[src/core/epc_pkg.sv]
/*
 * Constants, register map and carrier types for the extended
 * power-condition subcommand handler.
 * Assumes a single 100 MHz clock domain and an APB register bus.
 */
package epc_pkg;

    // ****************************************
    // Sizes
    // ****************************************
    localparam int NCOND = 4;
    localparam int COND_IDX_W = 2;

    // ****************************************
    // Command and subcommand codes
    // ****************************************
    localparam logic [7:0] CMD_SET_FEATURES = 8'hEF;
    localparam logic [7:0] FEAT_EPC = 8'h4A;
    localparam logic [3:0] SUB_RESTORE = 4'h0;
    localparam logic [3:0] SUB_GOTO = 4'h1;
    localparam logic [3:0] SUB_SET_TIMER = 4'h2;
    localparam logic [7:0] ID_ALL = 8'hFF;
    // Power condition identifiers, entry i holds byte i
    localparam logic [NCOND*8-1:0] COND_IDS = 32'h03020100;

    // ****************************************
    // Field positions
    // ****************************************
    localparam int SN_UNITS_BIT = 7;
    localparam int SN_DEFAULT_BIT = 6;
    localparam int SN_ENABLE_BIT = 5;
    localparam int SN_SAVE_BIT = 4;
    localparam int ERR_ABORT_BIT = 2;
    localparam int ST_BUSY_BIT = 7;
    localparam int ST_READY_BIT = 6;
    localparam int ST_ERR_BIT = 0;
    localparam int IRQ_DONE_BIT = 0;
    localparam int IRQ_ABORT_BIT = 1;

    // ****************************************
    // Register offsets (byte addresses)
    // ****************************************
    localparam logic [7:0] OFS_TASKFILE = 8'h00;
    localparam logic [7:0] OFS_TIMER = 8'h04;
    localparam logic [7:0] OFS_COMMAND = 8'h08;
    localparam logic [7:0] OFS_ERROR = 8'h0C;
    localparam logic [7:0] OFS_STATUS = 8'h10;
    localparam logic [7:0] OFS_CONFIG = 8'h14;
    localparam logic [7:0] OFS_POWER = 8'h18;
    localparam logic [7:0] OFS_IRQ_STAT = 8'h1C;
    localparam logic [7:0] OFS_IRQ_MASK = 8'h20;
    localparam logic [7:0] OFS_COND_SEL = 8'h24;
    localparam logic [7:0] OFS_COND_CUR = 8'h28;
    localparam logic [7:0] OFS_COND_SAVED = 8'h2C;

    // ****************************************
    // Reset values
    // ****************************************
    localparam logic [7:0] ERR_RST = 8'h00;
    localparam logic [7:0] STATUS_RST = 8'h40;
    localparam logic CFG_EPC_EN_RST = 1'b1;
    localparam logic [NCOND-1:0] CFG_MASK_RST = 4'hF;

    // ****************************************
    // Types
    // ****************************************
    typedef enum logic [0:0] {ST_IDLE, ST_EXEC} fsm_e;

    typedef struct packed {
        logic units;
        logic [15:0] value;
    } tmr_s;

    typedef struct packed {
        logic en;
        tmr_s tmr;
    } setting_s;

    typedef struct packed {
        logic load_cur;
        setting_s cur;
        logic save_tmr;
        logic save_en;
    } entry_ctl_s;

    localparam setting_s COND_DEFAULT = '{en: 1'b1, tmr: '{units: 1'b0, value: 16'h0064}};

    typedef struct packed {
        fsm_e fsm;
        logic [7:0] feature;
        logic [7:0] sec_count;
        logic [7:0] sec_num;
        logic [15:0] cyl;
        logic [7:0] err;
        logic [7:0] status;
        logic epc_en;
        logic [NCOND-1:0] supp;
        logic [NCOND-1:0] chg;
        logic [NCOND-1:0] sav;
        logic forced;
        logic [7:0] forced_id;
        logic stopped;
        logic [NCOND-1:0] timer_run;
        logic [1:0] irq_stat;
        logic [1:0] irq_mask;
        logic irq;
        logic [COND_IDX_W-1:0] cond_idx;
        logic [31:0] prdata;
        logic pready;
        logic pslverr;
    } core_s;

endpackage

[src/core/epc_cond_entry.sv]
/*
 * One power-condition settings entry: current and saved timer
 * settings, default settings fixed by parameter.
 * Assumes the controller only raises the load and save strobes for a
 * command that was not aborted.
 */
`timescale 1ns/1ns
module epc_cond_entry
    import epc_pkg::*;
#(
    parameter setting_s DEFAULT = COND_DEFAULT
) (
    input wire logic pclk,
    input wire logic presetn,
    input wire entry_ctl_s ctl,
    output setting_s cur_o,
    output setting_s saved_o,
    output setting_s default_o
);

    typedef struct packed {
        setting_s cur;
        setting_s saved;
    } entry_s;

    entry_s st_r;
    entry_s st_nxt;

    always_comb begin
        st_nxt = st_r;
        if (ctl.load_cur) begin
            st_nxt.cur = ctl.cur;
        end
        if (ctl.save_tmr) begin
            st_nxt.saved.tmr = ctl.cur.tmr;
        end
        if (ctl.save_en) begin
            st_nxt.saved.en = ctl.cur.en;
        end
    end

    always_ff @(posedge pclk or negedge presetn) begin
        if (!presetn) begin
            st_r <= '{cur: DEFAULT, saved: DEFAULT};
        end else begin
            st_r <= st_nxt;
        end
    end

    assign cur_o = st_r.cur;
    assign saved_o = st_r.saved;
    assign default_o = DEFAULT;

endmodule

[src/core/epc_subcommand_handler.sv]
/*
 * Extended power-condition subcommand handler: task-file registers,
 * command execution, per-condition settings and interrupt, over APB.
 * Assumes an APB master on pclk; commands start by writing the
 * command register after the task-file and timer registers are set.
 */
`timescale 1ns/1ns

module epc_subcommand_handler
    import epc_pkg::*;
(
    input wire logic pclk,
    input wire logic presetn,
    input wire logic psel,
    input wire logic penable,
    input wire logic pwrite,
    input wire logic [7:0] paddr,
    input wire logic [31:0] pwdata,
    output logic [31:0] prdata,
    output logic pready,
    output logic pslverr,
    output logic irq,
    output logic forced_cond_valid,
    output logic [7:0] forced_cond_id,
    output logic [NCOND-1:0] timer_run
);

    // ****************************************
    // State and entry wiring
    // ****************************************
    core_s st_r;
    core_s st_nxt;
    entry_ctl_s ctl [NCOND];
    setting_s cur_set [NCOND];
    setting_s saved_set [NCOND];
    setting_s dflt_set [NCOND];

    logic access;
    logic wr_go;
    logic [NCOND-1:0] sel;
    logic [NCOND-1:0] cur_en;
    logic abort;
    logic save_flag;
    logic [1:0] irq_set;
    setting_s new_set;
    setting_s rd_cur;
    setting_s rd_saved;

    genvar gi;
    generate
        for (gi = 0; gi < NCOND; gi++) begin : g_entry
            epc_cond_entry #(
                .DEFAULT(COND_DEFAULT)
            ) u_entry (
                .pclk(pclk),
                .presetn(presetn),
                .ctl(ctl[gi]),
                .cur_o(cur_set[gi]),
                .saved_o(saved_set[gi]),
                .default_o(dflt_set[gi])
            );
            assign cur_en[gi] = cur_set[gi].en;
        end
    endgenerate

    assign rd_cur = cur_set[st_r.cond_idx];
    assign rd_saved = saved_set[st_r.cond_idx];

    // ****************************************
    // Identifier decode
    // ****************************************
    // One-hot over entries; all ones for the all-conditions identifier
    function automatic logic [NCOND-1:0] id_decode(input logic [7:0] id);
        logic [NCOND-1:0] hit;
        hit = '0;
        for (int i = 0; i < NCOND; i++) begin
            hit[i] = (id == COND_IDS[i*8 +: 8]) || (id == ID_ALL);
        end
        return hit;
    endfunction

    // ****************************************
    // Next state
    // ****************************************
    always_comb begin
        st_nxt = st_r;
        abort = 1'b0;
        irq_set = '0;
        save_flag = st_r.sec_num[SN_SAVE_BIT];
        sel = id_decode(st_r.sec_count);
        new_set = '0;
        for (int i = 0; i < NCOND; i++) begin
            ctl[i] = '0;
        end

        // APB: one wait state; write lands on the edge that samples pready
        access = psel && penable && !st_r.pready;
        wr_go = psel && penable && pwrite && st_r.pready;
        st_nxt.pready = access;
        st_nxt.pslverr = 1'b0;

        if (access) begin
            st_nxt.prdata = '0;
            if (paddr == OFS_TASKFILE) begin
                st_nxt.prdata = {8'h00, st_r.sec_num, st_r.sec_count, st_r.feature};
            end else if (paddr == OFS_TIMER) begin
                st_nxt.prdata = {16'h0000, st_r.cyl};
            end else if (paddr == OFS_COMMAND) begin
                st_nxt.prdata = '0;
            end else if (paddr == OFS_ERROR) begin
                st_nxt.prdata = {24'h000000, st_r.err};
            end else if (paddr == OFS_STATUS) begin
                st_nxt.prdata = {24'h000000, st_r.status};
            end else if (paddr == OFS_CONFIG) begin
                st_nxt.prdata = {16'h0000, st_r.sav, st_r.chg, st_r.supp, 3'h0, st_r.epc_en};
            end else if (paddr == OFS_POWER) begin
                st_nxt.prdata = {8'h00, st_r.forced_id, st_r.forced, 10'h000, st_r.stopped,
                    st_r.timer_run};
            end else if (paddr == OFS_IRQ_STAT) begin
                st_nxt.prdata = {30'h00000000, st_r.irq_stat};
            end else if (paddr == OFS_IRQ_MASK) begin
                st_nxt.prdata = {30'h00000000, st_r.irq_mask};
            end else if (paddr == OFS_COND_SEL) begin
                st_nxt.prdata = {30'h00000000, st_r.cond_idx};
            end else if (paddr == OFS_COND_CUR) begin
                st_nxt.prdata = {14'h0000, rd_cur};
            end else if (paddr == OFS_COND_SAVED) begin
                st_nxt.prdata = {14'h0000, rd_saved};
            end else begin
                st_nxt.pslverr = 1'b1;
            end
        end

        if (wr_go) begin
            if (paddr == OFS_TASKFILE) begin
                st_nxt.feature = pwdata[7:0];
                st_nxt.sec_count = pwdata[15:8];
                st_nxt.sec_num = pwdata[23:16];
            end else if (paddr == OFS_TIMER) begin
                st_nxt.cyl = pwdata[15:0];
            end else if (paddr == OFS_COMMAND) begin
                // A command written while one executes is dropped
                if (st_r.fsm == ST_IDLE) begin
                    st_nxt.fsm = ST_EXEC;
                    st_nxt.status[ST_BUSY_BIT] = 1'b1;
                    st_nxt.status[ST_READY_BIT] = 1'b0;
                    st_nxt.status[ST_ERR_BIT] = 1'b0;
                    st_nxt.err = ERR_RST;
                    st_nxt.forced = 1'b0;
                    st_nxt.stopped = 1'b0;
                    st_nxt.feature = (pwdata[7:0] == CMD_SET_FEATURES) ? st_r.feature : 8'h00;
                end
            end else if (paddr == OFS_CONFIG) begin
                st_nxt.epc_en = pwdata[0];
                st_nxt.supp = pwdata[7:4];
                st_nxt.chg = pwdata[11:8];
                st_nxt.sav = pwdata[15:12];
            end else if (paddr == OFS_IRQ_STAT) begin
                st_nxt.irq_stat = st_r.irq_stat & ~pwdata[1:0];
            end else if (paddr == OFS_IRQ_MASK) begin
                st_nxt.irq_mask = pwdata[1:0];
            end else if (paddr == OFS_COND_SEL) begin
                st_nxt.cond_idx = pwdata[COND_IDX_W-1:0];
            end
        end

        // ****************************************
        // Command execution
        // ****************************************
        if (st_r.fsm == ST_EXEC) begin
            st_nxt.fsm = ST_IDLE;
            if (st_r.feature != FEAT_EPC) begin
                abort = 1'b1;
            end else begin
                case (st_r.sec_num[3:0])
                    SUB_RESTORE: begin
                        abort = !st_r.epc_en || (sel == '0) || ((sel & ~st_r.supp) != '0)
                            || ((sel & ~st_r.chg) != '0)
                            || (save_flag && ((sel & ~st_r.sav) != '0));
                        for (int i = 0; i < NCOND; i++) begin
                            ctl[i].load_cur = sel[i];
                            if (st_r.sec_num[SN_DEFAULT_BIT]) begin
                                ctl[i].cur = dflt_set[i];
                            end else begin
                                ctl[i].cur = saved_set[i];
                            end
                            ctl[i].save_tmr = sel[i] && save_flag && st_r.sav[i];
                        end
                    end
                    SUB_GOTO: begin
                        abort = !st_r.epc_en || (st_r.sec_count == ID_ALL) || (sel == '0)
                            || ((sel & ~st_r.supp) != '0);
                        if (!abort) begin
                            st_nxt.stopped = 1'b1;
                            st_nxt.forced = 1'b1;
                            st_nxt.forced_id = st_r.sec_count;
                        end
                    end
                    SUB_SET_TIMER: begin
                        abort = !st_r.epc_en || (sel == '0) || ((sel & ~st_r.supp) != '0)
                            || ((sel & ~st_r.chg) != '0)
                            || (save_flag && ((sel & ~st_r.sav) != '0));
                        new_set.tmr.units = st_r.sec_num[SN_UNITS_BIT];
                        new_set.tmr.value = st_r.cyl;
                        new_set.en = st_r.sec_num[SN_ENABLE_BIT] && (st_r.cyl != 16'h0000);
                        for (int i = 0; i < NCOND; i++) begin
                            ctl[i].load_cur = sel[i];
                            ctl[i].cur = new_set;
                            ctl[i].save_tmr = sel[i] && save_flag && st_r.sav[i];
                            ctl[i].save_en = sel[i] && save_flag && st_r.sav[i];
                        end
                    end
                    default: begin
                        abort = 1'b1;
                    end
                endcase
            end
            // Aborted commands leave every entry as it was
            for (int i = 0; i < NCOND; i++) begin
                if (abort) begin
                    ctl[i] = '0;
                end
            end
            st_nxt.err[ERR_ABORT_BIT] = abort;
            st_nxt.status[ST_ERR_BIT] = abort;
            st_nxt.status[ST_BUSY_BIT] = 1'b0;
            st_nxt.status[ST_READY_BIT] = 1'b1;
            irq_set[IRQ_DONE_BIT] = 1'b1;
            irq_set[IRQ_ABORT_BIT] = abort;
        end

        // Set after clear so an event in the clearing cycle survives
        st_nxt.irq_stat = st_nxt.irq_stat | irq_set;
        st_nxt.irq = |(st_nxt.irq_stat & st_nxt.irq_mask);
        // Running view lags the entries by one cycle
        st_nxt.timer_run = st_nxt.stopped ? '0 : cur_en;
    end

    always_ff @(posedge pclk or negedge presetn) begin
        if (!presetn) begin
            st_r <= '0;
            st_r.fsm <= ST_IDLE;
            st_r.err <= ERR_RST;
            st_r.status <= STATUS_RST;
            st_r.epc_en <= CFG_EPC_EN_RST;
            st_r.supp <= CFG_MASK_RST;
            st_r.chg <= CFG_MASK_RST;
            st_r.sav <= CFG_MASK_RST;
        end else begin
            st_r <= st_nxt;
        end
    end

    // ****************************************
    // Outputs
    // ****************************************
    assign prdata = st_r.prdata;
    assign pready = st_r.pready;
    assign pslverr = st_r.pslverr;
    assign irq = st_r.irq;
    assign forced_cond_valid = st_r.forced;
    assign forced_cond_id = st_r.forced_id;
    assign timer_run = st_r.timer_run;

endmodule

[config.mk]
export PLATFORM = sky130hd
export DESIGN_NAME = epc_subcommand_handler
export DESIGN_NICKNAME = d
export VERILOG_FILES = /design/src/core/epc_pkg.sv /design/src/core/epc_cond_entry.sv /design/src/core/epc_subcommand_handler.sv
export SDC_FILE = /design/constraint.sdc
export NUM_CORES = 1
export LEC_CHECK = 0
export BUFFER_PORTS_ARGS = -buffer_cell sky130_fd_sc_hd__buf_2
export CORE_MARGIN = 2
export CORE_UTILIZATION = 65
export DETAILED_ROUTE_END_ITERATION = 8
export HOLD_SLACK_MARGIN = 0.06
export PLACE_DENSITY_LB_ADDON = 0.05
export SETUP_SLACK_MARGIN = 0.3
export SLEW_MARGIN = 20
export SYNTH_ARGS = -nofsm -noshare
export SYNTH_HDL_FRONTEND = slang
export SYNTH_SLANG_ARGS = --single-unit
[constraint.sdc]
create_clock -name pclk -period 4.9 [get_ports pclk]
set_input_delay 0.49 -clock pclk [delete_from_list [all_inputs] [get_ports pclk]]
set_output_delay 0.49 -clock pclk [all_outputs]
set_load 0.1 [all_outputs]
Yosys cells after proc, flatten, opt, wreduce, memory -nomap -nowiden. Index checks and enable logic that the tools add are counted.

$mul: 0. $add $sub $neg: 0. Multiplexer cells: 96. Bitwise gates (word level): 19. Divide/modulo/power cells: 0. Magnitude comparators: 1. Equality and inequality tests: 24. Shift-type cells: 0. Reduce and logical (&&, ||, !) cells: 47.

Operator list (count): 2-to-1 mux 18 bit (13); 2-to-1 mux 24 bit (7); 2-to-1 mux 84 bit (2); one-hot mux 20 bit (2 select lines) (4); 2-to-1 mux 21 bit (4); binary-select mux 18 bit (select 2 bit) (2); 2-to-1 mux 51 bit (1); 2-to-1 mux 15 bit (3); 2-to-1 mux 10 bit (4); == test 8 x 5 -> 1 bit (second input constant) (4); == test 8 x 6 -> 1 bit (second input constant) (4); 2-to-1 mux 1 bit (32); 2-to-1 mux 16 bit (2); 2-to-1 mux 13 bit (2); 2-to-1 mux 26 bit (1); 2-to-1 mux 4 bit (6); 2-to-1 mux 8 bit (3); 2-to-1 mux 9 bit (2); == test 8 x 2 -> 1 bit (second input constant) (2); == test 8 x 4 -> 1 bit (second input constant) (2); == test 8 bit (second input constant) (2); logical NOT 8 bit (2); nonzero test 16 bit (1); logical AND 1 bit (14); other kinds (29) (68).

Register bits: 257. Input bits: 45. Memories: 0. Latch bits: 0. Bits in writable memories: 0. Word-level logic and storage cells: 233. ROM bits: 0. Output and inout bits: 48.

Longest topological paths before layout. Gate-level depths: netlist of run 1.

Depth after elaboration: 16. Depth in mapped cells: 10. Depth with buffers taken out: 7.

Hierarchy. From an unflattened synthesis of run 1, not the netlist that was laid out.

Cells, all modules: 1236. Area total of the unflattened synthesis: 14415.1 sq um.

Modules (own cells, without submodules): epc_subcommand_handler (sequential area each 2645.0 sq um, area an instance 8029.0 sq um, cells each 852, times used 1); epc_cond_entry (sequential area each 910.9 sq um, area an instance 1596.5 sq um, cells each 96, times used 4).

Worst setup path after synthesis of run 1. Ideal clock, no wire load.

Path kind: input-to-reg. Start: in paddr[4]. End: reg st_r, in the netlist prdata[2]. Path slack: 2219 ps. Required time: 4763 ps. Path buffers: 2. Stages on the path: 9. Arrival: 2543 ps. Library setup time: 137 ps. Path through: nor4b_1 > and2_0 > clkbuf_1 > buf_2 > mux4_2 > mux2i_1 > nor2_1 > a2111oi_0 > nor3_1.

Cells in the longest elaborated chain, start to end: 13. Elaborated cells between the ends (all ways): 24. Classes of those cells: eq/ne: 11; mux: 12; reduce/logical: 1.

RTL lines: start: declaration (RTL line epc_subcommand_handler.sv:17) `input wire logic [7:0] paddr,`; == test 8 x 6 -> 1 bit (RTL line epc_subcommand_handler.sv:127) `end else if (paddr == OFS_COND_SAVED) begin`; 2-to-1 mux 18 bit (RTL line epc_subcommand_handler.sv:127); 2-to-1 mux 18 bit (RTL line epc_subcommand_handler.sv:125) `end else if (paddr == OFS_COND_CUR) begin`; 2-to-1 mux 18 bit (RTL line epc_subcommand_handler.sv:123) `end else if (paddr == OFS_COND_SEL) begin`; 2-to-1 mux 18 bit (RTL line epc_subcommand_handler.sv:121) `end else if (paddr == OFS_IRQ_MASK) begin`; 2-to-1 mux 18 bit (RTL line epc_subcommand_handler.sv:119) `end else if (paddr == OFS_IRQ_STAT) begin`; 2-to-1 mux 24 bit (RTL line epc_subcommand_handler.sv:116) `end else if (paddr == OFS_POWER) begin`; 2-to-1 mux 24 bit (RTL line epc_subcommand_handler.sv:114) `end else if (paddr == OFS_CONFIG) begin`; 2-to-1 mux 24 bit (RTL line epc_subcommand_handler.sv:112) `end else if (paddr == OFS_STATUS) begin`; 2-to-1 mux 24 bit (RTL line epc_subcommand_handler.sv:110) `end else if (paddr == OFS_ERROR) begin`; 2-to-1 mux 24 bit (RTL line epc_subcommand_handler.sv:108) `end else if (paddr == OFS_COMMAND) begin`; 2-to-1 mux 24 bit (RTL line epc_subcommand_handler.sv:106) `end else if (paddr == OFS_TIMER) begin`; 2-to-1 mux 24 bit * (RTL line epc_subcommand_handler.sv:104) `if (paddr == OFS_TASKFILE) begin`; end signal: assignment (RTL line epc_subcommand_handler.sv:250) `st_r <= st_nxt;`; end: declaration (RTL line epc_subcommand_handler.sv:31) `core_s st_r;`.

Mark *: on every way between the ends. The rest lies on a longest branch, timed or not. A chain may end at the register's enable or synchronous reset.

Final worst setup path of run 1.
Start: reg st_r[110] (netlist name). End: reg g_entry[1].u_entry.st_r, in the netlist g_entry[1].u_entry.saved_o[12].

Cells in the longest elaborated chain, start to end: 12. Elaborated cells between the ends (all ways): 33. Classes of those cells: eq/ne: 4; mux: 7; bitwise: 3; reduce/logical: 19.

RTL lines: == test 8 bit, or another cell as far along (RTL line epc_subcommand_handler.sv:77, epc_subcommand_handler.sv:191); logical OR 1 bit (RTL line epc_subcommand_handler.sv:77) `hit[i] = (id == COND_IDS[i*8 +: 8]) || (id == ID_ALL);`; bitwise AND 4 bit or logical NOT 4 bit (tied branches); nonzero test 4 bit or logical OR 1 bit (tied branches) (RTL line epc_subcommand_handler.sv:177, epc_subcommand_handler.sv:192, epc_subcommand_handler.sv:200); logical OR 1 bit (RTL line epc_subcommand_handler.sv:177, epc_subcommand_handler.sv:200); logical OR 1 bit (RTL line epc_subcommand_handler.sv:178, epc_subcommand_handler.sv:201); logical OR 1 bit (RTL line epc_subcommand_handler.sv:179, epc_subcommand_handler.sv:202); one-hot mux 1 bit (2 select lines) (RTL line epc_subcommand_handler.sv:175) `case (st_r.sec_num[3:0])`; 2-to-1 mux 1 bit (RTL line epc_subcommand_handler.sv:172) `if (st_r.feature != FEAT_EPC) begin`; 2-to-1 mux 1 bit (RTL line epc_subcommand_handler.sv:170) `if (st_r.fsm == ST_EXEC) begin`; 2-to-1 mux 21 bit * (RTL line epc_subcommand_handler.sv:220) `if (abort) begin`; 2-to-1 mux 84 bit * (RTL line epc_subcommand_handler.sv:170); end signal: assignment (RTL line epc_cond_entry.sv:44) `st_r <= '{cur: DEFAULT, saved: DEFAULT};`; end signal: assignment (RTL line epc_cond_entry.sv:46) `st_r <= st_nxt;`; end: declaration (RTL line epc_cond_entry.sv:26) `entry_s st_r;`.

Mark *: on every way between the ends. The rest lies on a longest branch, timed or not. The select of a mux whose other input is x is not followed.

==> results of run 1 <==
## flip-flops by register name, summed over array words and instances (netlist names), 4 cells and up
signal / count
g_entry.u_entry.cur_o: 72
g_entry.u_entry.saved_o: 72
st_r: 64
prdata: 24
forced_cond_id: 8
timer_run: 4
## stage by stage
stage | instances | hold WS, ps | power [mW]
final | 1467 | 191.5 | 4.524
after global routing | 1467 | 189.3 | 4.658
after CTS | 1467 | 182.7 | 4.545
after detailed placement | 1418 | 459.0 | 2.534
after global placement | 1418 | 452.7 | 2.532
after floorplan | 1173 | 194.4 | 2.461
## synth_stat cells, drive strengths merged, types with 3 or more instances
library cell / number
a2111oi: 5
a211oi: 4
a21boi: 5
a21o: 3
a21oi: 16
a221oi: 17
a22o: 11
a22oi: 32
and2: 18
and3: 10
and4: 5
buf: 58
clkbuf: 53
dfrtp: 203
dfstp: 46
inv: 25
mux2: 93
mux2i: 17
mux4: 36
nand2: 196
nand2b: 9
nand3: 14
nand4: 17
nor2: 55
nor2b: 5
nor3: 28
nor4: 9
nor4b: 6
o21a: 11
o21ai: 105
o22ai: 14
o2bb2ai: 15
or2: 3
or3: 4
## layout make-up
| cell class | count | area share [%] |
|---|---|---|
| inverters | 25 | 0.6828 |
| flip-flops and latches | 249 | 45.76 |
| clock inverters | 15 | 1.211 |
| multi-input cells | 788 | 40.66 |
| clock buffers | 33 | 5.216 |
| repair buffers | 97 | 4.097 |
| well taps | 260 | 2.367 |
## critical path, stage by stage, from the launching register on
cell	delay (ps)
dfrtp_1	430
or4_1	600
or2_4	320
a211oi_1	440
and3_1	220
nand4_1	910
nand2_1	340
o21ai_0	150
## logic make-up (layout without fill, tap and decap cells)
| kind of cell | count (synthesis) | count (layout) | share of synthesized area [%] |
|---|---|---|---|
| other | 1 | 8 | 0.02991 |
| AO/OA/AOI/OAI | 249 | 249 | 13.24 |
| flip-flops | 249 | 249 | 50.16 |
| AND/OR/NAND/NOR | 385 | 385 | 14.52 |
| multiplexers | 146 | 146 | 16.45 |
| buffers and inverters | 136 | 170 | 5.599 |
## what timing repair did
| item | 4_1_cts | 5_1_grt |
|---|---|---|
| setup buffers | 0 | 0 |
| hold buffers | 1 | 0 |
| hold endpoints to repair | 8 | 0 |
## how the worst max path moves through the flow
stage,end,slack (ps),cells after the start
after floorplan,prdata[2],2220,9
after CTS,g_entry[0].u_entry.saved_o[4],1580,7
final,g_entry[1].u_entry.saved_o[12],1350,7
after detailed placement,prdata[4],1250,8
after global routing,g_entry[1].u_entry.saved_o[8],1300,7
after global placement,prdata[4],1250,8
## cell usage in the layout, fill, tap and decap left out, types with 10 or more instances in the layout
cell type  Yosys  final
mux2i_1       17     17
nor3_1        28     28
a21oi_1       15     15
a22oi_1       32     32
mux2_1        10     10
mux2_2        74     74
a221oi_1      17     17
o21ai_0      103    103
mux4_2        36     36
inv_1         24     24
o22ai_1       14     14
o2bb2ai_1     15     15
buf_2          9     75
a22o_1        11     11
nand2_1      196    196
clkbuf_16      0     26
nand3_1       13     13
dfstp_2       46     46
buf_4         44     19
and2_1        16     17
nand4_1       17     17
dfrtp_1      203    202
nor2_1        55     54
o21a_1        11     11
## report_power, final
group	internal, mW	leakage (nW)	switching [mW]
clock network	1.19	0.437	0.831
registers	2.09	3.23	0.0170
logic	0.0625	2.43	0.332
total	3.34	6.09	1.18
## per-layer routing
metal  global-route usage (%)  part of all wire [%]  up-vias
met1                    50.92                    43     4762
li1                         -                     -     4207
met2                    53.26                    46      504
met4                    10.58                   2.5        0
met3                    5.768                   8.9       71
met5                        0                     0        -
==> impl_results.md, run 1 <==
* RSZ-0062 raised after global routing: no
* Port buffer count at 76
* Longest Clk Path Bufs at 3
* CP max FO at 14
* Max Slew Vio Count at 0
* Worst setup startpoint: st_r[110]
* Post-synthesis sequential area ratio at between 50% and 60%
* Initial Utilization at 66.58%
* Dpl ws at 1252 ps
* Synth Cell Area at around 0.013 mm2
* Initial detailed-routing violation count at 1235
* Via count at 9544
* Core Region at 0.01883 mm2
* Layout area overhead at 9.630%
* DR DRC count at 0
* Post-synth EDFFs at 0
* Total GRT Usage at 34.53%
* Fillers at 1367
* Die area at between 0.02 and 0.025 mm2
* Ant diodes at 0
* Post-synth top flop: dfrtp_1
* Largest net degree at the start of global routing at 137
* Root cell of the clock tree: clkbuf_16
* Mapped Cells at about 1200
* Fin area at 0.01374 mm2
* FFs w/ async S/R, synth at 100.0%
* Final core occ at between 70% and 80%
* Worst hold stages at 2
* Cells on worst reg2reg path at 7
* Footprint of the multi-input gates at 0.005589 mm2
* Minimum clock period at 3547 ps
* Layout cells sized above 1 at about 27%
* Critical Path RT at ~5300 ps
* Post-synthesis cell type count at 65
* Num CTS Buffers at 26
* Io pins at slightly above 90
* Fin. Hold Viols at 0
* Row cnt at 50
* Vias in the first global route at 9504
* Area after DPL at 0.01285 mm2
* First-pass GRT wire length at between 50000 and 60000 um
* Rel. slew slack at 21.38%
* Flops & latches, synth at 249
* FF-to-FF Start: st_r[110]
* Max_cap viols at 0
* YS warnings at 0
* Ranking of synthesized cells by area: dfrtp_1 41%, dfstp_2 9.6%, mux2_2 6.6%
* Final setup fails at 0
* Hold path start: pwdata[21]
* Top cell type's share of synthesized area at 40.52%
* Reg area at 0.006290 mm2
* Worst Slack Setup Final at 1353 ps
* Die height at 142.9 um
* Hold endpoint: st_r[105]
* GRT overflow at 0
* Worst-Skew Late Latency at about 550 ps
* Antenna Nets Post-Route at 0
* Post-CTS sizing at 0
* Final Skew at 19.00 ps
* Via density at 6.506
* 1st-pass router iterations at 5
* GPL Wtd Cong at 0.9194
* VDD IR max at 0.3388 mV
* Chip width at 142.9 um
* Total wire length at 33880 um
* Avg WL per Cell at 23.09 um
* Max H-tree Level at 1
* Pwr per Cell Area at between 300 and 400 mW/mm2
* Initial antenna violation count at 0
* CTS tree: yes
* Clock-pin slew on the worst setup and hold paths at 60 ps
* CP endpoint kind: flop
* Crit path kind: reg -> reg
* Worst path arrival time at 3950 ps
* Synth area leader: dfrtp_1
* Clock Sinks at 249
* Setup Total Neg Slack at 0 ps
* RR Endpoint: g_entry[1].u_entry.saved_o[12]
* Hold Path Class: in -> reg
* Final HPWL DP at between 20000 and 25000 um
* Actual slew at the worst max-slew pin at 1176 ps
* Final critical-path share of the clock period at 72.39%
* Status: complete, no violations
* Lkg Pwr at about 6.1 nW
* Setup slack, reg-to-reg at 1350 ps
* Startpoint Class: flop
* Avg Synthesized Cell Area at 10.75 um2
* Max Clk Rate at 281.9 MHz
* Nets at approximately 1200
Note: power is estimated with default switching activity, not from simulation.
==> run 2: changes to the inputs <==
--- a/config.mk
+++ b/config.mk
@@ -5,9 +5,10 @@
 export SDC_FILE = /design/constraint.sdc
 export NUM_CORES = 1
 export LEC_CHECK = 0
+export ABC_AREA = 1
 export BUFFER_PORTS_ARGS = -buffer_cell sky130_fd_sc_hd__buf_2
 export CORE_MARGIN = 2
-export CORE_UTILIZATION = 65
+export CORE_UTILIZATION = 55
 export DETAILED_ROUTE_END_ITERATION = 8
 export HOLD_SLACK_MARGIN = 0.06
 export PLACE_DENSITY_LB_ADDON = 0.05
==> constraint.sdc (replaced) <==
create_clock -name pclk -period 2.9 [get_ports pclk]
set_input_delay 0.29 -clock pclk [delete_from_list [all_inputs] [get_ports pclk]]
set_output_delay 0.29 -clock pclk [all_outputs]
set_load 0.1 [all_outputs]
==> impl_results.md, run 2 <==
* Mapped Cells at 1716 (+47%)
* Worst path arrival time at 2860 ps (-1090 ps)
* Pwr per Cell Area at 484.1 mW/mm2 (+47%)
* Total wire length at 41400 um (+22%)
* 1st-pass router iterations at 5 (unchanged)
* Hold endpoint: st_r[67]
* Via count at 12240 (+28%)
* Ant diodes at 0 (unchanged)
* CTS tree: yes
* RSZ-0062 raised after global routing: no
* Dpl ws at 190.8 ps (-1061 ps)
* Reg area at 0.006294 mm2 (about the same)
* Post-synthesis cell type count at 51 (-22%)
* Avg Synthesized Cell Area at 7.972 um2 (-26%)
* Antenna Nets Post-Route at 0 (unchanged)
* Post-synth EDFFs at 0 (unchanged)
* Slowest CP cell: dfrtp_2
* GRT overflow at 0 (unchanged)
* Max_cap viols at 0 (unchanged)
* Most numerous cell in the Yosys netlist: nand2_1
* Crit path kind: reg -> reg
* Worst Slack Setup Final at 482.6 ps (-870.3 ps)
* CP max FO at 36 (+22)
* Chip width at 161.7 um (+13%)
* Hold Path Class: in -> reg
* Total power at 7.443 mW (+65%)
* Final setup fails at 0 (unchanged)
* Max H-tree Level at 1 (unchanged)
* Clock Sinks at 249 (unchanged)
* Vias in the first global route at 11910 (+25%)
* Row cnt at 57 (+14%)
* Setup Total Neg Slack at 0 ps (unchanged)
* CP Cell Sequence: nand2_2 > nor2_4 > nand2_4 > nand2_2 > inv_1 > o21ai_1 > nor2_1 > nand3_1 > nand2_4 > nand2_4 > inv_4 > nand2_8 > nand2_1 > o21ai_1
* First-pass GRT wire length at 65750 um (+21%)
* DR DRC count at 0 (unchanged)
* Startpoint Class: flop
* Fin. Hold Viols at 0 (unchanged)
* YS warnings at 0 (unchanged)
* Initial Utilization at 56.08% (-10 points)
* Top cell type's share of synthesized area at 37.14% (-3.4 points)
* Worst-Skew Late Latency at 560 ps (about the same)
* Avg WL per Cell at 19.72 um (-15%)
* Minimum clock period at 2417 ps (-1130 ps)
* CP max stage delay at 460 ps (-450 ps)
* Synth area leader: dfrtp_1
* Max Clk Rate at 413.7 MHz (+47%)
* FFs w/ async S/R, synth at 100.0% (unchanged)
* VDD IR max at 0.4311 mV (+27%)
* Die area at 0.02615 mm2 (+28%)
* Hold path start: pwdata[0]
* Setup slack, reg-to-reg at 480 ps (-870 ps)
* Most frequent cells in the layout: 437 x nand2_1, 199 x dfrtp_1, 165 x o21ai_0, 148 x inv_1, 124 x o21ai_1
* Fillers at 2184 (+60%)
* Most common cell after layout, fill and taps aside: nand2_1
* CP endpoint kind: flop
* CP dominant cell by count: nand2_4
* Actual slew at the worst max-slew pin at 799.5 ps (-376.4 ps)
* Longest Clk Path Bufs at 3 (unchanged)
* Most frequent cells after synthesis: 437 x nand2_1, 203 x dfrtp_1, 165 x o21ai_0
* Max Slew Vio Count at 0 (unchanged)
* Final HPWL DP at 25640 um (+17%)
* Largest net degree at the start of global routing at 86 (-37%)
* Clock-pin slew on the worst setup and hold paths at 60 ps (about the same)
* Status: complete, no violations
* Layout area overhead at 12.39%
* Rel. slew slack at 46.70% (+25 points)
* Cells on worst reg2reg path at 14 (+7)
* Final core occ at 63.03% (-10 points)
* Critical Path RT at 3340 ps (-1970 ps)
* Lkg Pwr at 7.314 nW (+20%)
* GPL Wtd Cong at 0.9275 (+0.88%)
* Initial antenna violation count at 0 (unchanged)
* Core Region at 0.02439 mm2 (+30%)
* Die height at 161.7 um (+13%)
* Final Skew at 24.78 ps (+5.781 ps)
* Via density at 5.833 (-10%)
* Ranking of synthesized cells by area: dfrtp_1 37%, nand2_1 12%, dfstp_2 8.8%
* Footprint of the multi-input gates at 0.005949 mm2 (+6.4%)
* Synth Cell Area at 0.01368 mm2 (+9.1%)
* Num CTS Buffers at 28 (+7.7%)
* Root cell of the clock tree: clkbuf_16
* Nets at 1799 (+46%)
* Post-synthesis sequential area ratio at 45.97% (-4.2 points)
* FF-to-FF Start: st_r[109]
* Flops & latches, synth at 249 (unchanged)
* Port buffer count at 76 (unchanged)
* Total GRT Usage at 32.00% (-2.5 points)
* Io pins at 93 (unchanged)
* Layout cells sized above 1 at 17.86% (-9.1 points)
* Post-synth top flop: dfrtp_1
* Initial detailed-routing violation count at 1014 (-18%)
* Worst hold stages at 3 (+1)
* RR Endpoint: g_entry[2].u_entry.cur_o[16]
* Final critical-path share of the clock period at 83.36% (+11 points)
==> run 2: cell types whose count changed after synthesis, moves of 26 or more <==
| cell | before | now |
|---|---|---|
| o21ai_0 | 103 | 165 |
| nor2_1 | 55 | 86 |
| o31ai_1 | 0 | 27 |
| nor3_1 | 28 | 2 |
| mux2_2 | 74 | 4 |
| o21ai_1 | 1 | 124 |
| nand4_2 | 0 | 28 |
| inv_1 | 24 | 148 |
| nand2_1 | 196 | 437 |
| nand4_1 | 17 | 60 |
| a22oi_1 | 32 | 2 |
| mux4_2 | 36 | 0 |
| a21oi_1 | 15 | 94 |
==> run 2: what timing repair did <==
item	CTS	global route
gates resized for setup	3	11
hold buffers	23	0
endpoints found under the hold margin	97	0
buffers inserted	3	5
endpoints found under the setup margin	61	133
cloned	1	2
pin swaps	1	2
==> run 2: how the worst max path moves through the flow <==
stage               slack [ps]  cells after the start                        endpoint  startpoint
CTS                        360                      8  g_entry[2].u_entry.saved_o[14]   st_r[103]
finish                     480                     14    g_entry[2].u_entry.cur_o[16]   st_r[109]
global placement           230                     10  g_entry[2].u_entry.saved_o[11]   st_r[103]
global route               310                     14     g_entry[1].u_entry.cur_o[3]   st_r[109]
detailed placement         190                     10   g_entry[2].u_entry.saved_o[3]   st_r[103]
floorplan                  740                      8                             irq      pready
==> run 2: cell type report <==
type                    instances  area share [%]
clock buffers                  41           5.534
clock inverters                10          0.3418
inverters                     158           3.874
multi-input cells            1162           38.70
flip-flops and latches        249           40.93
well taps                     324           2.637
repair buffers                155           7.983
==> run 2: critical path, delay by kind of cell, from the launching register on <==
family                 cells  cell delay [ps]
AND/OR/NAND/NOR           10             1300
flip-flops                 1              460
buffers and inverters      2              340
AO/OA/AOI/OAI              2              170
==> run 2: metrics by stage <==
| step | hold WS, ps | std cells | instance area (um2) |
|---|---|---|---|
| 5_1_grt | 84.47 | 2099 | 15370 |
| 6_report | 75.11 | 2099 | 15370 |
| 4_1_cts | 60.93 | 2092 | 15250 |
| 3_5_place_dp | 299.5 | 2014 | 14070 |
| 3_3_place_gp | 299.8 | 2014 | 14070 |
| 2_1_floorplan | -5.591 | 1723 | 13710 |
==> run 2: report_power, final <==
part | internal [mW] | switching (mW)
clock network | 2.02 | 1.45
logic | 0.0893 | 0.366
registers | 3.50 | 0.0150
==> run 2: cell families (layout without fill, tap and decap cells) <==
logic type             Yosys count  in the layout  share of synthesized area, %
AO/OA/AOI/OAI                  483            483                         19.92
multiplexers                     5              5                        0.4024
flip-flops                     249            249                         45.97
buffers and inverters          314            364                         11.29
AND/OR/NAND/NOR                664            666                         22.39
other                            1              8                       0.02741
==> run 2: per-layer routing <==
| layer | GRT usage, % | vias up | wire length (um) | part of all wire (%) |
|---|---|---|---|---|
| met5 | 0 | - | 0 | 0 |
| met4 | 12.67 | 0 | 1613 | 3.9 |
| met3 | 4.443 | 101 | 3113 | 7.5 |
| met2 | 50.27 | 478 | 18680 | 45 |
| met1 | 45.31 | 5885 | 17990 | 43 |
| li1 | - | 5780 | - | - |
